===== src/pkg/pif_cfg.svh =====
`ifndef PIF_CFG_SVH
`define PIF_CFG_SVH
// How it works
// - A flag is set by its peripheral event whatever any enable bit says.
// - The two-wire receive and transmit flags are read-only and clear only on the clear-buffers pulse.
// - The serial peripheral summary flag is read-only and follows the OR of its unit's flag register.
// - The serial peripheral transmit and receive flags are read-only and ignore software writes.
// - The async unit summary flag is read-only and follows the OR of its interrupt register.
// - The async framing error flag is read-only and follows the OR of its error interrupt register.
// - The async transmit and receive flags are read-only and ignore software writes.
// - The two-wire error flag is read-only and follows the OR of its error register.
// - The two-wire summary flag is read-only and follows the OR of its interrupt register.
// - The first register holds hardware-set writable DMA channel 1 flags in bits 3 to 0.
// - The first register holds read-only two-wire and serial peripheral flags in bits 7 to 4.
// - The second register holds a writable timer 0 flag at bit 7 and read-only flags below it.
// - The third register holds writable flags in bits 7 to 5 and 3 to 0, with bit 4 reading zero.
// - A hardware-set writable flag stays one until software writes it to zero.
// - Every flag is zero after reset.

`define OFF_DMA_SPI 12'h000
`define OFF_UART_I2C_TMR 12'h004
`define OFF_TMR_WAVE 12'h008
`define OFF_IRQ_STATUS 12'h00C
`define OFF_IRQ_MASK 12'h010

`define FLAG_RESET 8'h00
`define HS_RESET 1'h0
`define IRQ_RESET 24'h000000

`define B2_TW_RX 7
`define B2_SP_SUM 6
`define B2_SP_TX 5
`define B2_SP_RX 4
`define B3_TMR0 7
`define B3_AS_SUM 6
`define B3_AS_ERR 5
`define B3_AS_TX 4
`define B3_AS_RX 3
`define B3_TW_ERR 2
`define B3_TW_SUM 1
`define B3_TW_TX 0
`define B4_UNIMP 4
`endif


===== src/pkg/pif_pkg.sv =====
`default_nettype none
package pif_pkg;
  typedef logic [7:0] flag_byte_t;
  typedef logic [23:0] flag_word_t;
  typedef enum logic [5:0]
  {
    SEL_DMA_SPI = 6'h01,
    SEL_UART_I2C_TMR = 6'h02,
    SEL_TMR_WAVE = 6'h04,
    SEL_IRQ_STATUS = 6'h08,
    SEL_IRQ_MASK = 6'h10,
    SEL_NONE = 6'h20
  } reg_sel_t;
endpackage : pif_pkg
`default_nettype wire


===== src/core/hs_flag_bank.sv =====
`timescale 1ns/100ps
`default_nettype none
`include "pif_cfg.svh"
module hs_flag_bank
#(
  parameter int W = 4
)
(
  input wire logic pclk,
  input wire logic presetn,
  input wire logic [W-1:0] set_evt,
  input wire logic wr_en,
  input wire logic [W-1:0] wr_data,
  output logic [W-1:0] flags_r
);
  logic [W-1:0] flags_nxt;

  // Set beats a same-cycle software clear so no event is lost
  assign flags_nxt = set_evt | (wr_en ? wr_data : flags_r);

  genvar i;
  generate
    for (i = 0; i < W; i++)
    begin : g_bit
      always_ff @(posedge pclk or negedge presetn)
      begin
        if (!presetn)
          flags_r[i] <= `HS_RESET;
        else
          flags_r[i] <= flags_nxt[i];
      end
    end
  endgenerate
endmodule : hs_flag_bank
`default_nettype wire


===== src/core/peripheral_interrupt_flags.sv =====
`timescale 1ns/100ps
`default_nettype none
`include "pif_cfg.svh"
module peripheral_interrupt_flags
  import pif_pkg::*;
(
  input wire logic pclk,
  input wire logic presetn,
  input wire logic psel,
  input wire logic penable,
  input wire logic pwrite,
  input wire logic [11:0] paddr,
  input wire logic [31:0] pwdata,
  input wire logic [3:0] pstrb,
  output logic [31:0] prdata,
  output logic pready,
  output logic pslverr,
  input wire logic [3:0] dma_ch1_set,
  input wire logic timer_zero_set,
  input wire logic [6:0] waveform_timer_set,
  input wire logic twowire1_receive_set,
  input wire logic twowire1_transmit_set,
  input wire logic clear_buffers_bit,
  input wire logic [7:0] twowire_error_reg,
  input wire logic [7:0] twowire_int_reg,
  input wire logic [7:0] serial_periph_int_flags_reg,
  input wire logic serial_periph1_transmit_level,
  input wire logic serial_periph1_receive_level,
  input wire logic [7:0] async_unit_int_reg,
  input wire logic [7:0] async_error_int_reg,
  input wire logic async1_transmit_level,
  input wire logic async1_receive_level,
  output logic [23:0] req_flags,
  output logic irq
);

  function automatic reg_sel_t decode(input logic [11:0] a);
    reg_sel_t s;
    s = SEL_NONE;
    if (a == `OFF_DMA_SPI)
      s = SEL_DMA_SPI;
    else if (a == `OFF_UART_I2C_TMR)
      s = SEL_UART_I2C_TMR;
    else if (a == `OFF_TMR_WAVE)
      s = SEL_TMR_WAVE;
    else if (a == `OFF_IRQ_STATUS)
      s = SEL_IRQ_STATUS;
    else if (a == `OFF_IRQ_MASK)
      s = SEL_IRQ_MASK;
    return s;
  endfunction : decode

  function automatic flag_word_t lanes(input flag_word_t d,
                                       input logic [3:0] st);
    flag_word_t m;
    m = {{8{st[2]}}, {8{st[1]}}, {8{st[0]}}};
    return d & m;
  endfunction : lanes

  // Bus decode
  reg_sel_t sel;
  logic setup_ph;
  logic wr_fire;
  logic wr_dma_spi;
  logic wr_uart_i2c_tmr;
  logic wr_tmr_wave;
  logic wr_status;
  logic wr_mask;

  assign sel = decode(paddr);
  assign setup_ph = psel & ~penable;
  // Writes commit only at the edge where the access phase meets pready
  assign wr_fire = psel & penable & pready & pwrite;
  assign wr_dma_spi = wr_fire & (sel == SEL_DMA_SPI) & pstrb[0];
  assign wr_uart_i2c_tmr = wr_fire & (sel == SEL_UART_I2C_TMR) & pstrb[0];
  assign wr_tmr_wave = wr_fire & (sel == SEL_TMR_WAVE) & pstrb[0];
  assign wr_status = wr_fire & (sel == SEL_IRQ_STATUS);
  assign wr_mask = wr_fire & (sel == SEL_IRQ_MASK);

  // Hardware-set, software-writable flags
  logic [3:0] dma_ch1_flags;
  logic [0:0] timer_zero_flag;
  logic [6:0] waveform_timer_flags;
  logic [6:0] tw_wdata;

  // Only the writable positions reach the banks; the rest of a write drops
  assign tw_wdata = {pwdata[7:5], pwdata[3:0]};

  hs_flag_bank #(.W(4)) u_dma
  (
    .pclk(pclk),
    .presetn(presetn),
    .set_evt(dma_ch1_set),
    .wr_en(wr_dma_spi),
    .wr_data(pwdata[3:0]),
    .flags_r(dma_ch1_flags)
  );

  hs_flag_bank #(.W(1)) u_tmr0
  (
    .pclk(pclk),
    .presetn(presetn),
    .set_evt(timer_zero_set),
    .wr_en(wr_uart_i2c_tmr),
    .wr_data(pwdata[`B3_TMR0]),
    .flags_r(timer_zero_flag)
  );

  hs_flag_bank #(.W(7)) u_wave
  (
    .pclk(pclk),
    .presetn(presetn),
    .set_evt(waveform_timer_set),
    .wr_en(wr_tmr_wave),
    .wr_data(tw_wdata),
    .flags_r(waveform_timer_flags)
  );

  // Two-wire buffer flags: set by the unit, cleared only by clear-buffers
  logic twowire1_receive_flag_r;
  logic twowire1_transmit_flag_r;
  logic twowire1_receive_flag_nxt;
  logic twowire1_transmit_flag_nxt;

  assign twowire1_receive_flag_nxt = twowire1_receive_set |
    (twowire1_receive_flag_r & ~clear_buffers_bit);
  assign twowire1_transmit_flag_nxt = twowire1_transmit_set |
    (twowire1_transmit_flag_r & ~clear_buffers_bit);

  always_ff @(posedge pclk or negedge presetn)
  begin
    if (!presetn)
    begin
      twowire1_receive_flag_r <= `HS_RESET;
      twowire1_transmit_flag_r <= `HS_RESET;
    end
    else
    begin
      twowire1_receive_flag_r <= twowire1_receive_flag_nxt;
      twowire1_transmit_flag_r <= twowire1_transmit_flag_nxt;
    end
  end

  // Read-only flags mirror their source unit; the bus has no path in
  logic serial_periph1_summary_flag_r;
  logic serial_periph1_transmit_flag_r;
  logic serial_periph1_receive_flag_r;
  logic async1_summary_flag_r;
  logic async1_framing_error_flag_r;
  logic async1_transmit_flag_r;
  logic async1_receive_flag_r;
  logic twowire1_error_flag_r;
  logic twowire1_summary_flag_r;
  logic serial_periph1_summary_flag_nxt;
  logic serial_periph1_transmit_flag_nxt;
  logic serial_periph1_receive_flag_nxt;
  logic async1_summary_flag_nxt;
  logic async1_framing_error_flag_nxt;
  logic async1_transmit_flag_nxt;
  logic async1_receive_flag_nxt;
  logic twowire1_error_flag_nxt;
  logic twowire1_summary_flag_nxt;

  // A summary drops only once every bit of its source register is clear
  assign serial_periph1_summary_flag_nxt =
    |serial_periph_int_flags_reg;
  assign serial_periph1_transmit_flag_nxt =
    serial_periph1_transmit_level;
  assign serial_periph1_receive_flag_nxt =
    serial_periph1_receive_level;
  assign async1_summary_flag_nxt = |async_unit_int_reg;
  assign async1_framing_error_flag_nxt = |async_error_int_reg;
  assign async1_transmit_flag_nxt = async1_transmit_level;
  assign async1_receive_flag_nxt = async1_receive_level;
  assign twowire1_error_flag_nxt = |twowire_error_reg;
  assign twowire1_summary_flag_nxt = |twowire_int_reg;

  // Registered mirrors lag a cycle but cut the path from each unit
  always_ff @(posedge pclk or negedge presetn)
  begin
    if (!presetn)
    begin
      serial_periph1_summary_flag_r <= `HS_RESET;
      serial_periph1_transmit_flag_r <= `HS_RESET;
      serial_periph1_receive_flag_r <= `HS_RESET;
    end
    else
    begin
      serial_periph1_summary_flag_r <= serial_periph1_summary_flag_nxt;
      serial_periph1_transmit_flag_r <= serial_periph1_transmit_flag_nxt;
      serial_periph1_receive_flag_r <= serial_periph1_receive_flag_nxt;
    end
  end

  always_ff @(posedge pclk or negedge presetn)
  begin
    if (!presetn)
    begin
      async1_summary_flag_r <= `HS_RESET;
      async1_framing_error_flag_r <= `HS_RESET;
      async1_transmit_flag_r <= `HS_RESET;
      async1_receive_flag_r <= `HS_RESET;
    end
    else
    begin
      async1_summary_flag_r <= async1_summary_flag_nxt;
      async1_framing_error_flag_r <= async1_framing_error_flag_nxt;
      async1_transmit_flag_r <= async1_transmit_flag_nxt;
      async1_receive_flag_r <= async1_receive_flag_nxt;
    end
  end

  always_ff @(posedge pclk or negedge presetn)
  begin
    if (!presetn)
    begin
      twowire1_error_flag_r <= `HS_RESET;
      twowire1_summary_flag_r <= `HS_RESET;
    end
    else
    begin
      twowire1_error_flag_r <= twowire1_error_flag_nxt;
      twowire1_summary_flag_r <= twowire1_summary_flag_nxt;
    end
  end

  // Register images
  flag_byte_t rd_dma_spi;
  flag_byte_t rd_uart_i2c_tmr;
  flag_byte_t rd_tmr_wave;

  assign rd_dma_spi[`B2_TW_RX] = twowire1_receive_flag_r;
  assign rd_dma_spi[`B2_SP_SUM] = serial_periph1_summary_flag_r;
  assign rd_dma_spi[`B2_SP_TX] = serial_periph1_transmit_flag_r;
  assign rd_dma_spi[`B2_SP_RX] = serial_periph1_receive_flag_r;
  assign rd_dma_spi[3:0] = dma_ch1_flags;

  assign rd_uart_i2c_tmr[`B3_TMR0] = timer_zero_flag[0];
  assign rd_uart_i2c_tmr[`B3_AS_SUM] = async1_summary_flag_r;
  assign rd_uart_i2c_tmr[`B3_AS_ERR] = async1_framing_error_flag_r;
  assign rd_uart_i2c_tmr[`B3_AS_TX] = async1_transmit_flag_r;
  assign rd_uart_i2c_tmr[`B3_AS_RX] = async1_receive_flag_r;
  assign rd_uart_i2c_tmr[`B3_TW_ERR] = twowire1_error_flag_r;
  assign rd_uart_i2c_tmr[`B3_TW_SUM] = twowire1_summary_flag_r;
  assign rd_uart_i2c_tmr[`B3_TW_TX] = twowire1_transmit_flag_r;

  assign rd_tmr_wave[7:5] = waveform_timer_flags[6:4];
  assign rd_tmr_wave[`B4_UNIMP] = 1'h0;
  assign rd_tmr_wave[3:0] = waveform_timer_flags[3:0];

  flag_word_t flags_all;

  assign flags_all = {rd_tmr_wave, rd_uart_i2c_tmr, rd_dma_spi};

  // Interrupt status: rising edge of any flag, sticky, write one to clear
  flag_word_t flags_prev_r;
  flag_word_t irq_status_r;
  flag_word_t irq_status_nxt;
  flag_word_t irq_mask_r;
  flag_word_t irq_mask_nxt;
  flag_word_t flag_rise;
  flag_word_t status_clr;

  assign flag_rise = flags_all & ~flags_prev_r;
  assign status_clr = wr_status ? lanes(pwdata[23:0], pstrb) : `IRQ_RESET;
  // A flag rising in the clearing cycle keeps its status bit
  assign irq_status_nxt = flag_rise | (irq_status_r & ~status_clr);
  assign irq_mask_nxt = wr_mask ?
    ((irq_mask_r & ~lanes({24{1'h1}}, pstrb)) | lanes(pwdata[23:0], pstrb)) :
    irq_mask_r;

  always_ff @(posedge pclk or negedge presetn)
  begin
    if (!presetn)
    begin
      flags_prev_r <= `IRQ_RESET;
      irq_status_r <= `IRQ_RESET;
      irq_mask_r <= `IRQ_RESET;
    end
    else
    begin
      flags_prev_r <= flags_all;
      irq_status_r <= irq_status_nxt;
      irq_mask_r <= irq_mask_nxt;
    end
  end

  // Registered irq adds one cycle of latency but keeps the pin glitch-free
  always_ff @(posedge pclk or negedge presetn)
  begin
    if (!presetn)
    begin
      irq <= 1'h0;
      req_flags <= `IRQ_RESET;
    end
    else
    begin
      irq <= |(irq_status_r & irq_mask_r);
      req_flags <= flags_all;
    end
  end

  // Read mux
  logic [31:0] rd_mux;

  always_comb
  begin
    rd_mux = 32'h00000000;
    unique case (sel)
      SEL_DMA_SPI:
        rd_mux = {24'h000000, rd_dma_spi};
      SEL_UART_I2C_TMR:
        rd_mux = {24'h000000, rd_uart_i2c_tmr};
      SEL_TMR_WAVE:
        rd_mux = {24'h000000, rd_tmr_wave};
      SEL_IRQ_STATUS:
        rd_mux = {8'h00, irq_status_r};
      SEL_IRQ_MASK:
        rd_mux = {8'h00, irq_mask_r};
      SEL_NONE:
        rd_mux = 32'h00000000;
    endcase
  end

  // Fixed one-wait-free answer: pready rises in the first access cycle
  always_ff @(posedge pclk or negedge presetn)
  begin
    if (!presetn)
    begin
      pready <= 1'h0;
      pslverr <= 1'h0;
      prdata <= 32'h00000000;
    end
    else
    begin
      pready <= setup_ph;
      pslverr <= setup_ph & (sel == SEL_NONE);
      if (setup_ph && !pwrite)
        prdata <= rd_mux;
    end
  end

endmodule : peripheral_interrupt_flags
`default_nettype wire


===== config.mk =====
export PLATFORM = sky130hd
export DESIGN_NAME = peripheral_interrupt_flags
export DESIGN_NICKNAME = d
export VERILOG_FILES = /design/src/pkg/pif_pkg.sv /design/src/core/hs_flag_bank.sv /design/src/core/peripheral_interrupt_flags.sv
export VERILOG_INCLUDE_DIRS = /design/src /design/src/pkg
export SDC_FILE = /design/constraint.sdc
export NUM_CORES = 1
export LEC_CHECK = 0
export ABC_AREA = 1
export BUFFER_PORTS_ARGS = -buffer_cell sky130_fd_sc_hd__buf_2
export CORE_MARGIN = 5
export CORE_UTILIZATION = 33
export CTS_CLUSTER_DIAMETER = 80
export CTS_CLUSTER_SIZE = 16
export DETAILED_ROUTE_END_ITERATION = 8
export SYNTH_ARGS = -nofsm -noshare
export SYNTH_HDL_FRONTEND = slang
export SYNTH_SLANG_ARGS = --single-unit

===== constraint.sdc =====
create_clock -name pclk -period 1.1 [get_ports pclk]
set_input_delay 0.165 -clock pclk [delete_from_list [all_inputs] [get_ports pclk]]
set_output_delay 0.165 -clock pclk [all_outputs]
set_load 0.01 [all_outputs]

-- After elaboration in Yosys (flattened, before gate mapping)
Cells that the tools add are included.
- register bits: 129
- output and inout port bits: 59
- bits of input ports: 112
- logic and storage cells: 91
- latch bits: 0
- memories kept: 0
- ROM bits: 0
- memory bits (writable): 0
- $add $sub $neg: 0
- eq/ne operators: 10
- $lt $le $gt $ge: 0
- shift operators: 0
- reduce and logical (&&, ||, !) cells: 9
- bitwise gates (word level): 32
- divide/modulo/power cells: 0
- multiplexer cells: 10
- multipliers: 0
- operator list (kind ; count):
    32-bit one-hot mux with 6 select lines ; 1
    24-bit AND ; 5
    24-bit inverter ; 3
    24-bit OR ; 2
    8-bit OR reduction ; 5
    6-bit two-way mux ; 5
    12-bit by 4-bit == test with 1-bit output (second input constant) ; 2
    24-bit two-way mux ; 1
    24-bit OR reduction ; 1
    1-bit AND ; 15
    12-bit by 3-bit == test with 1-bit output (second input constant) ; 1
    12-bit by 5-bit == test with 1-bit output (second input constant) ; 1
    12-bit logical NOT ; 1
    7-bit two-way mux ; 1
    7-bit OR ; 1
    6-bit by 1-bit == test with 1-bit output (second input constant) ; 1
    6-bit by 2-bit == test with 1-bit output (second input constant) ; 1
    6-bit by 3-bit == test with 1-bit output (second input constant) ; 1
    6-bit by 4-bit == test with 1-bit output (second input constant) ; 1
    6-bit by 5-bit == test with 1-bit output (second input constant) ; 1
    6-bit == test (second input constant) ; 1
    4-bit two-way mux ; 1
    4-bit OR ; 1
    1-bit OR ; 3
    other kinds (4) ; 5

-- Depth between registers and ports, before layout
- depth in word-level cells: 12
- mapped depth: 11
- depth with buffers taken out: 10

-- Cells and area by module
Synthesis repeated with hierarchy kept, for this count alone.
- cells, all modules: 638
- area total of the unflattened synthesis: 5684.2 µm²
- by module, submodules not included (module ; times used ; area each (µm²) ; seq. area each (µm²) ; cells an instance):
    peripheral_interrupt_flags ; 1 ; 5098.6 ; 2727.6 ; 574
    hs_flag_bank (u_wave) ; 1 ; 364.1 ; 175.2 ; 37
    hs_flag_bank (u_dma) ; 1 ; 168.9 ; 100.1 ; 21
    hs_flag_bank (u_tmr0) ; 1 ; 52.6 ; 25.0 ; 6

-- Worst setup path after synthesis
Ideal clock, no wire load.
- kind: flip-flop to flip-flop
- from: register pready
- to: register u_tmr0.flags_r
- cell stages (with the launch flop): 8
- period minus slack after synthesis: 1.303 ns
- path buffers: 1
- required time: 0.972 ns
- library setup time: 0.128 ns
- arrival time: 1.176 ns
- slack: -0.203 ns
- cells stage by stage: dfrtp_1 -> nand4_4 -> inv_1 -> nand2_2 -> buf_2 -> nor2_1 -> a21oi_1 -> o21ai_0
- longest elaborated chain between the ends: 6
- RTL lines (item ; RTL line ; RTL):
    start, declared ; peripheral_interrupt_flags.sv:16 ; output logic pready,
    start signal, assigned ; peripheral_interrupt_flags.sv:336 ; pready <= setup_ph;
    1-bit AND (2 in a row) ; peripheral_interrupt_flags.sv:73 ; assign wr_fire = psel & penable & pready & pwrite;
    1-bit AND (2 in a row) ; peripheral_interrupt_flags.sv:75 ; assign wr_uart_i2c_tmr = wr_fire & (sel == SEL_UART_I2C_TMR) & pstrb[0];
    1-bit two-way mux ; hs_flag_bank.sv:19 ; assign flags_nxt = set_evt | (wr_en ? wr_data : flags_r);
    1-bit OR ; hs_flag_bank.sv:19 ;
    named net u_tmr0.flags_nxt ; hs_flag_bank.sv:16 ; logic [W-1:0] flags_nxt;
    end signal, assigned by index ; hs_flag_bank.sv:28 ; flags_r[i] <= `HS_RESET;
    end signal, assigned by index ; hs_flag_bank.sv:30 ; flags_r[i] <= flags_nxt[i];
    end, declared ; hs_flag_bank.sv:14 ; output logic [W-1:0] flags_r
The timed path passes the listed nets, and every way through them passes these cells.
A chain may end at the register's enable or synchronous reset.

-- Worst setup path in the final report
- from: register pready
- to: register irq_status_r[15]
- longest elaborated chain between the ends: 7
- RTL lines (item ; RTL line ; RTL):
    1-bit AND (2 in a row) ; peripheral_interrupt_flags.sv:73 ;
    1-bit AND ; peripheral_interrupt_flags.sv:77 ; assign wr_status = wr_fire & (sel == SEL_IRQ_STATUS);
    24-bit two-way mux (no line) ; - ;
    24-bit inverter ; peripheral_interrupt_flags.sv:267 ; assign irq_status_nxt = flag_rise | (irq_status_r & ~status_clr);
    24-bit AND ; peripheral_interrupt_flags.sv:267 ;
    24-bit OR ; peripheral_interrupt_flags.sv:267 ;
    named net irq_status_nxt[15] ; peripheral_interrupt_flags.sv:258 ; flag_word_t irq_status_nxt;
    end signal, assigned ; peripheral_interrupt_flags.sv:277 ; irq_status_r <= `IRQ_RESET;
    end signal, assigned ; peripheral_interrupt_flags.sv:283 ; irq_status_r <= irq_status_nxt;
    end, declared ; peripheral_interrupt_flags.sv:257 ; flag_word_t irq_status_r;
The timed path passes the listed nets, and every way through them passes these cells.

==> out/results.txt <==
The instance area at placement is 7019 um2. The die is 139.3 um tall. Of the available clock period, the critical path in the final layout requires 115.3%.

The number of instances on the worst hold path is 3, and the post-route minimum period is 1269 ps. Before antenna repair, the detailed router went through 5 iterations. For this run the aggregate overflow at the end of global routing stands at 0. Setup violations remaining at the end of the flow were counted as 81.

The average instance in the mapped netlist occupies 8.855 um2. The path class of the lowest-slack min-delay path was input port to flop. The wire length per cell after detailed routing was 15.61 um. Once detail routing completed, the nets flagged for antenna violations numbered 0. In this design, the stage delay of the slowest critical-path cell is 410 ps. Worst clock skew: 7.771 ps. In this run the deepest clock path goes through 2 buffers.

The clock drives 121 sinks. For the final design area excluding fillers, the log shows 9082 um2. The run gives 0 as the number of remaining DRC errors. For the via count of the first global-routing pass, the log shows 5,543. Detailed routing inserted a total of 5,490 vias. After detailed routing, the total wire length is 18.32 mm. The flow ran to the end, but the final reports show violations.

Static timing analysis puts the maximum clock frequency at 788.3 MHz. The tools report the hold violation count in the final report as 0. The checks that failed: setup timing.

The count of flip-flops with a built-in enable after synthesis is 0, and the chip width is 139.3 um. For the full die area, the log shows 19,400 um2. The commonest cells after synthesis are sky130_fd_sc_hd__nand2_1 (177), sky130_fd_sc_hd__dfrtp_1 (121), sky130_fd_sc_hd__inv_1 (67).

For this run, the share of the core covered by cells in the final layout is 55.16%. The layout overhead on the synthesized area was 64.64%. For flop-to-flop paths, the worst setup slack is -170 ps. The final weighted congestion in routability-driven placement was 0.8640.

The final layout contains 1,054 nets. Adding up every negative setup slack in the final design gives -8229 ps. The initial core utilization was 33.50%. Max-cap violations in this run came to 0. The worst setup path is of the flop to flop kind.

STA classifies the critical path startpoint as a flop. In this run, CTS created clock tree buffers numbering 17. In this run the critical register-to-register path is captured at irq_status_r[15]$_DFF_PN0_. The tools report the post-route worst setup slack as -168.6 ps.

Sequential-to-total area share from yosys stat: 54.89%. Summing every instance area after synthesis gives 5517 um2. OpenSTA, run right after detailed placement, puts the worst setup slack at -422.8 ps.

TritonCTS built the clock tree. The global-route wire length before repair was 28.68 mm; the number of DRC markers after the initial detailed-route iteration was 348. Traced cell by cell, the critical path runs through nand4_4 > clkinv_4 > nand3_4 > buf_12 > o21ai_2 > o21ai_1. Dominant cell by count in the synthesized netlist: sky130_fd_sc_hd__nand2_1.

The tools report the type of destination of the critical path as a flop. Entering global routing, the biggest net connects 82 pins. At the worst endpoint, the arrival time is 1570 ps.

The fraction of registers with async set or reset after synthesis is 100.0%. The highest net fanout along the worst path came out at 18. The synthesized design spends more area on one cell type than any other, namely sky130_fd_sc_hd__dfrtp_1. Using the TritonRoute via totals, the vias-per-cell ratio works out to 4.676. The run gives 16,470 um2 as the core box area. In the global route stage, overall resource usage came out at 18.69%.

The number of different library cells used by synthesis comes to 31. For this design the static power due to leakage is 4.676 nW. Summed over all nets, the half-perimeter wirelength after detailed placement is 12.80 mm.

The worst hold margin is 19.94 ps. For this run, the number of Yosys warnings is 0. The worst hold path begins at pwdata[10].

In this run the power density over the cells is 1254 nW/um2. The number of H-tree branching levels was 4; the number of synthesized register bits was 121. In the final layout, the share of cells above drive strength 1 is 39.35%. Across the VDD grid, the largest voltage drop is 1.070 mV. In the synthesized netlist the dominant register cell turns out to be sky130_fd_sc_hd__dfrtp_1. The initialized floorplan defines 47 standard-cell rows. The cell count of the worst reg-to-reg path came out at 6. Clock tree synthesis selected as its root buffer the cell sky130_fd_sc_hd__clkbuf_16.

For this design, the slowest cell found on the critical path is sky130_fd_sc_hd__dfrtp_1. Setup repair after global routing could not meet its margin everywhere. 171 I/O pins were placed.

Clock latency on the worst-skew pair: 420 ps. Of the post-synthesis cell area, the dominant cell type holds 54.89%. Ranked by total cell area, the synthesized netlist is headed by sky130_fd_sc_hd__dfrtp_1 (55%), sky130_fd_sc_hd__nand2_1 (12%), sky130_fd_sc_hd__o21ai_0 (5.0%). The cell count after synthesis came out at 623. Max-slew violation count: 0.

The source of the worst register-to-register timing path is pready$_DFF_PN0_. The initial antenna violation count is 0, and the data required time at the worst endpoint is 1400 ps. The clock edge transition at the registers on the reported setup and hold paths is 60 ps, and the count of input and output buffers is 152.
==> cells in the final DEF, fill, tap and decap left out, types with 17 or more instances in the layout <==
cell	synthesis	routed
sky130_fd_sc_hd__dlygate4sd3_1	0	73
sky130_fd_sc_hd__buf_4	11	78
sky130_fd_sc_hd__nand2_1	177	172
sky130_fd_sc_hd__buf_6	7	34
sky130_fd_sc_hd__clkbuf_16	0	17
sky130_fd_sc_hd__o21ai_2	5	31
sky130_fd_sc_hd__buf_2	5	126
sky130_fd_sc_hd__o22ai_1	18	18
sky130_fd_sc_hd__inv_1	67	65
sky130_fd_sc_hd__dfrtp_1	121	121
sky130_fd_sc_hd__o21ai_1	21	50
sky130_fd_sc_hd__nand3_1	42	31
==> power breakdown <==
group / switching [mW] / internal, mW
combinational: 0.458 / 0.467
clock: 1.95 / 4.00
sequential: 0.0257 / 4.49
total: 2.44 / 8.95
==> through the flow <==
step / total power, mW / std cells
finish: 11.39 / 1174
CTS: 11.42 / 1152
global placement: 5.242 / 1027
detailed placement: 5.242 / 1027
global route: 11.76 / 1173
floorplan: 4.810 / 631
==> what timing repair did <==
item / CTS / global route
setup buffers: 22 / 22
pin swaps: 3 / 14
hold endpoints to repair: 158 / 0
resized for setup: 54 / 48
hold buffers: 73 / 0
endpoints found under the setup margin: 110 / 119
==> routing by layer <==
| layer | share of wire [%] | global-route usage, % | vias to the layer above |
|---|---|---|---|
| li1 | - | - | 2665 |
| met1 | 41 | 22.62 | 2595 |
| met2 | 49 | 30.84 | 176 |
| met3 | 5.0 | 4.631 | 54 |
| met4 | 4.2 | 9.835 | 0 |
| met5 | 0 | 0 | - |
==> critical path: cells and delay by family, from the launching register on <==
kind	cells	cell delay (ps)
AO/OA/AOI/OAI	2	200
buffers and inverters	2	290
flip-flops	1	410
AND/OR/NAND/NOR	2	240
==> final cells by class <==
class / count / area, um2
diodes: 1 / 2.502
clock buffers: 23 / 488.0
clock inverters: 7 / 140.1
fillers: 1491 / 7383
inverters: 71 / 276.5
multi-input cells: 410 / 2342
flip-flops and latches: 121 / 3028
well taps: 220 / 275.3
repair buffers: 321 / 2530
==> logic make-up (layout without fill, tap and decap cells) <==
logic type | Yosys count | after routing | share of synthesized area (%)
AND/OR/NAND/NOR | 274 | 274 | 23.36
AO/OA/AOI/OAI | 127 | 127 | 13.04
flip-flops | 121 | 121 | 54.89
buffers and inverters | 100 | 422 | 8.641
other | 1 | 10 | 0.06798
==> worst max path at each step <==
stage | startpoint | endpoint | slack [ps] | cells after the start
2_1_floorplan | pready$_DFF_PN0_ | flop | -90 | 7
3_3_place_gp | paddr[1] | irq_status_r[7]$_DFF_PN0_ | -410 | 8
3_5_place_dp | paddr[1] | irq_status_r[7]$_DFF_PN0_ | -420 | 8
4_1_cts | pready$_DFF_PN0_ | pready | -170 | 2
5_1_grt | pready$_DFF_PN0_ | irq_status_r[22]$_DFF_PN0_ | -260 | 6
6_report | pready$_DFF_PN0_ | irq_status_r[15]$_DFF_PN0_ | -170 | 6
(Power assumes the default switching activity.)
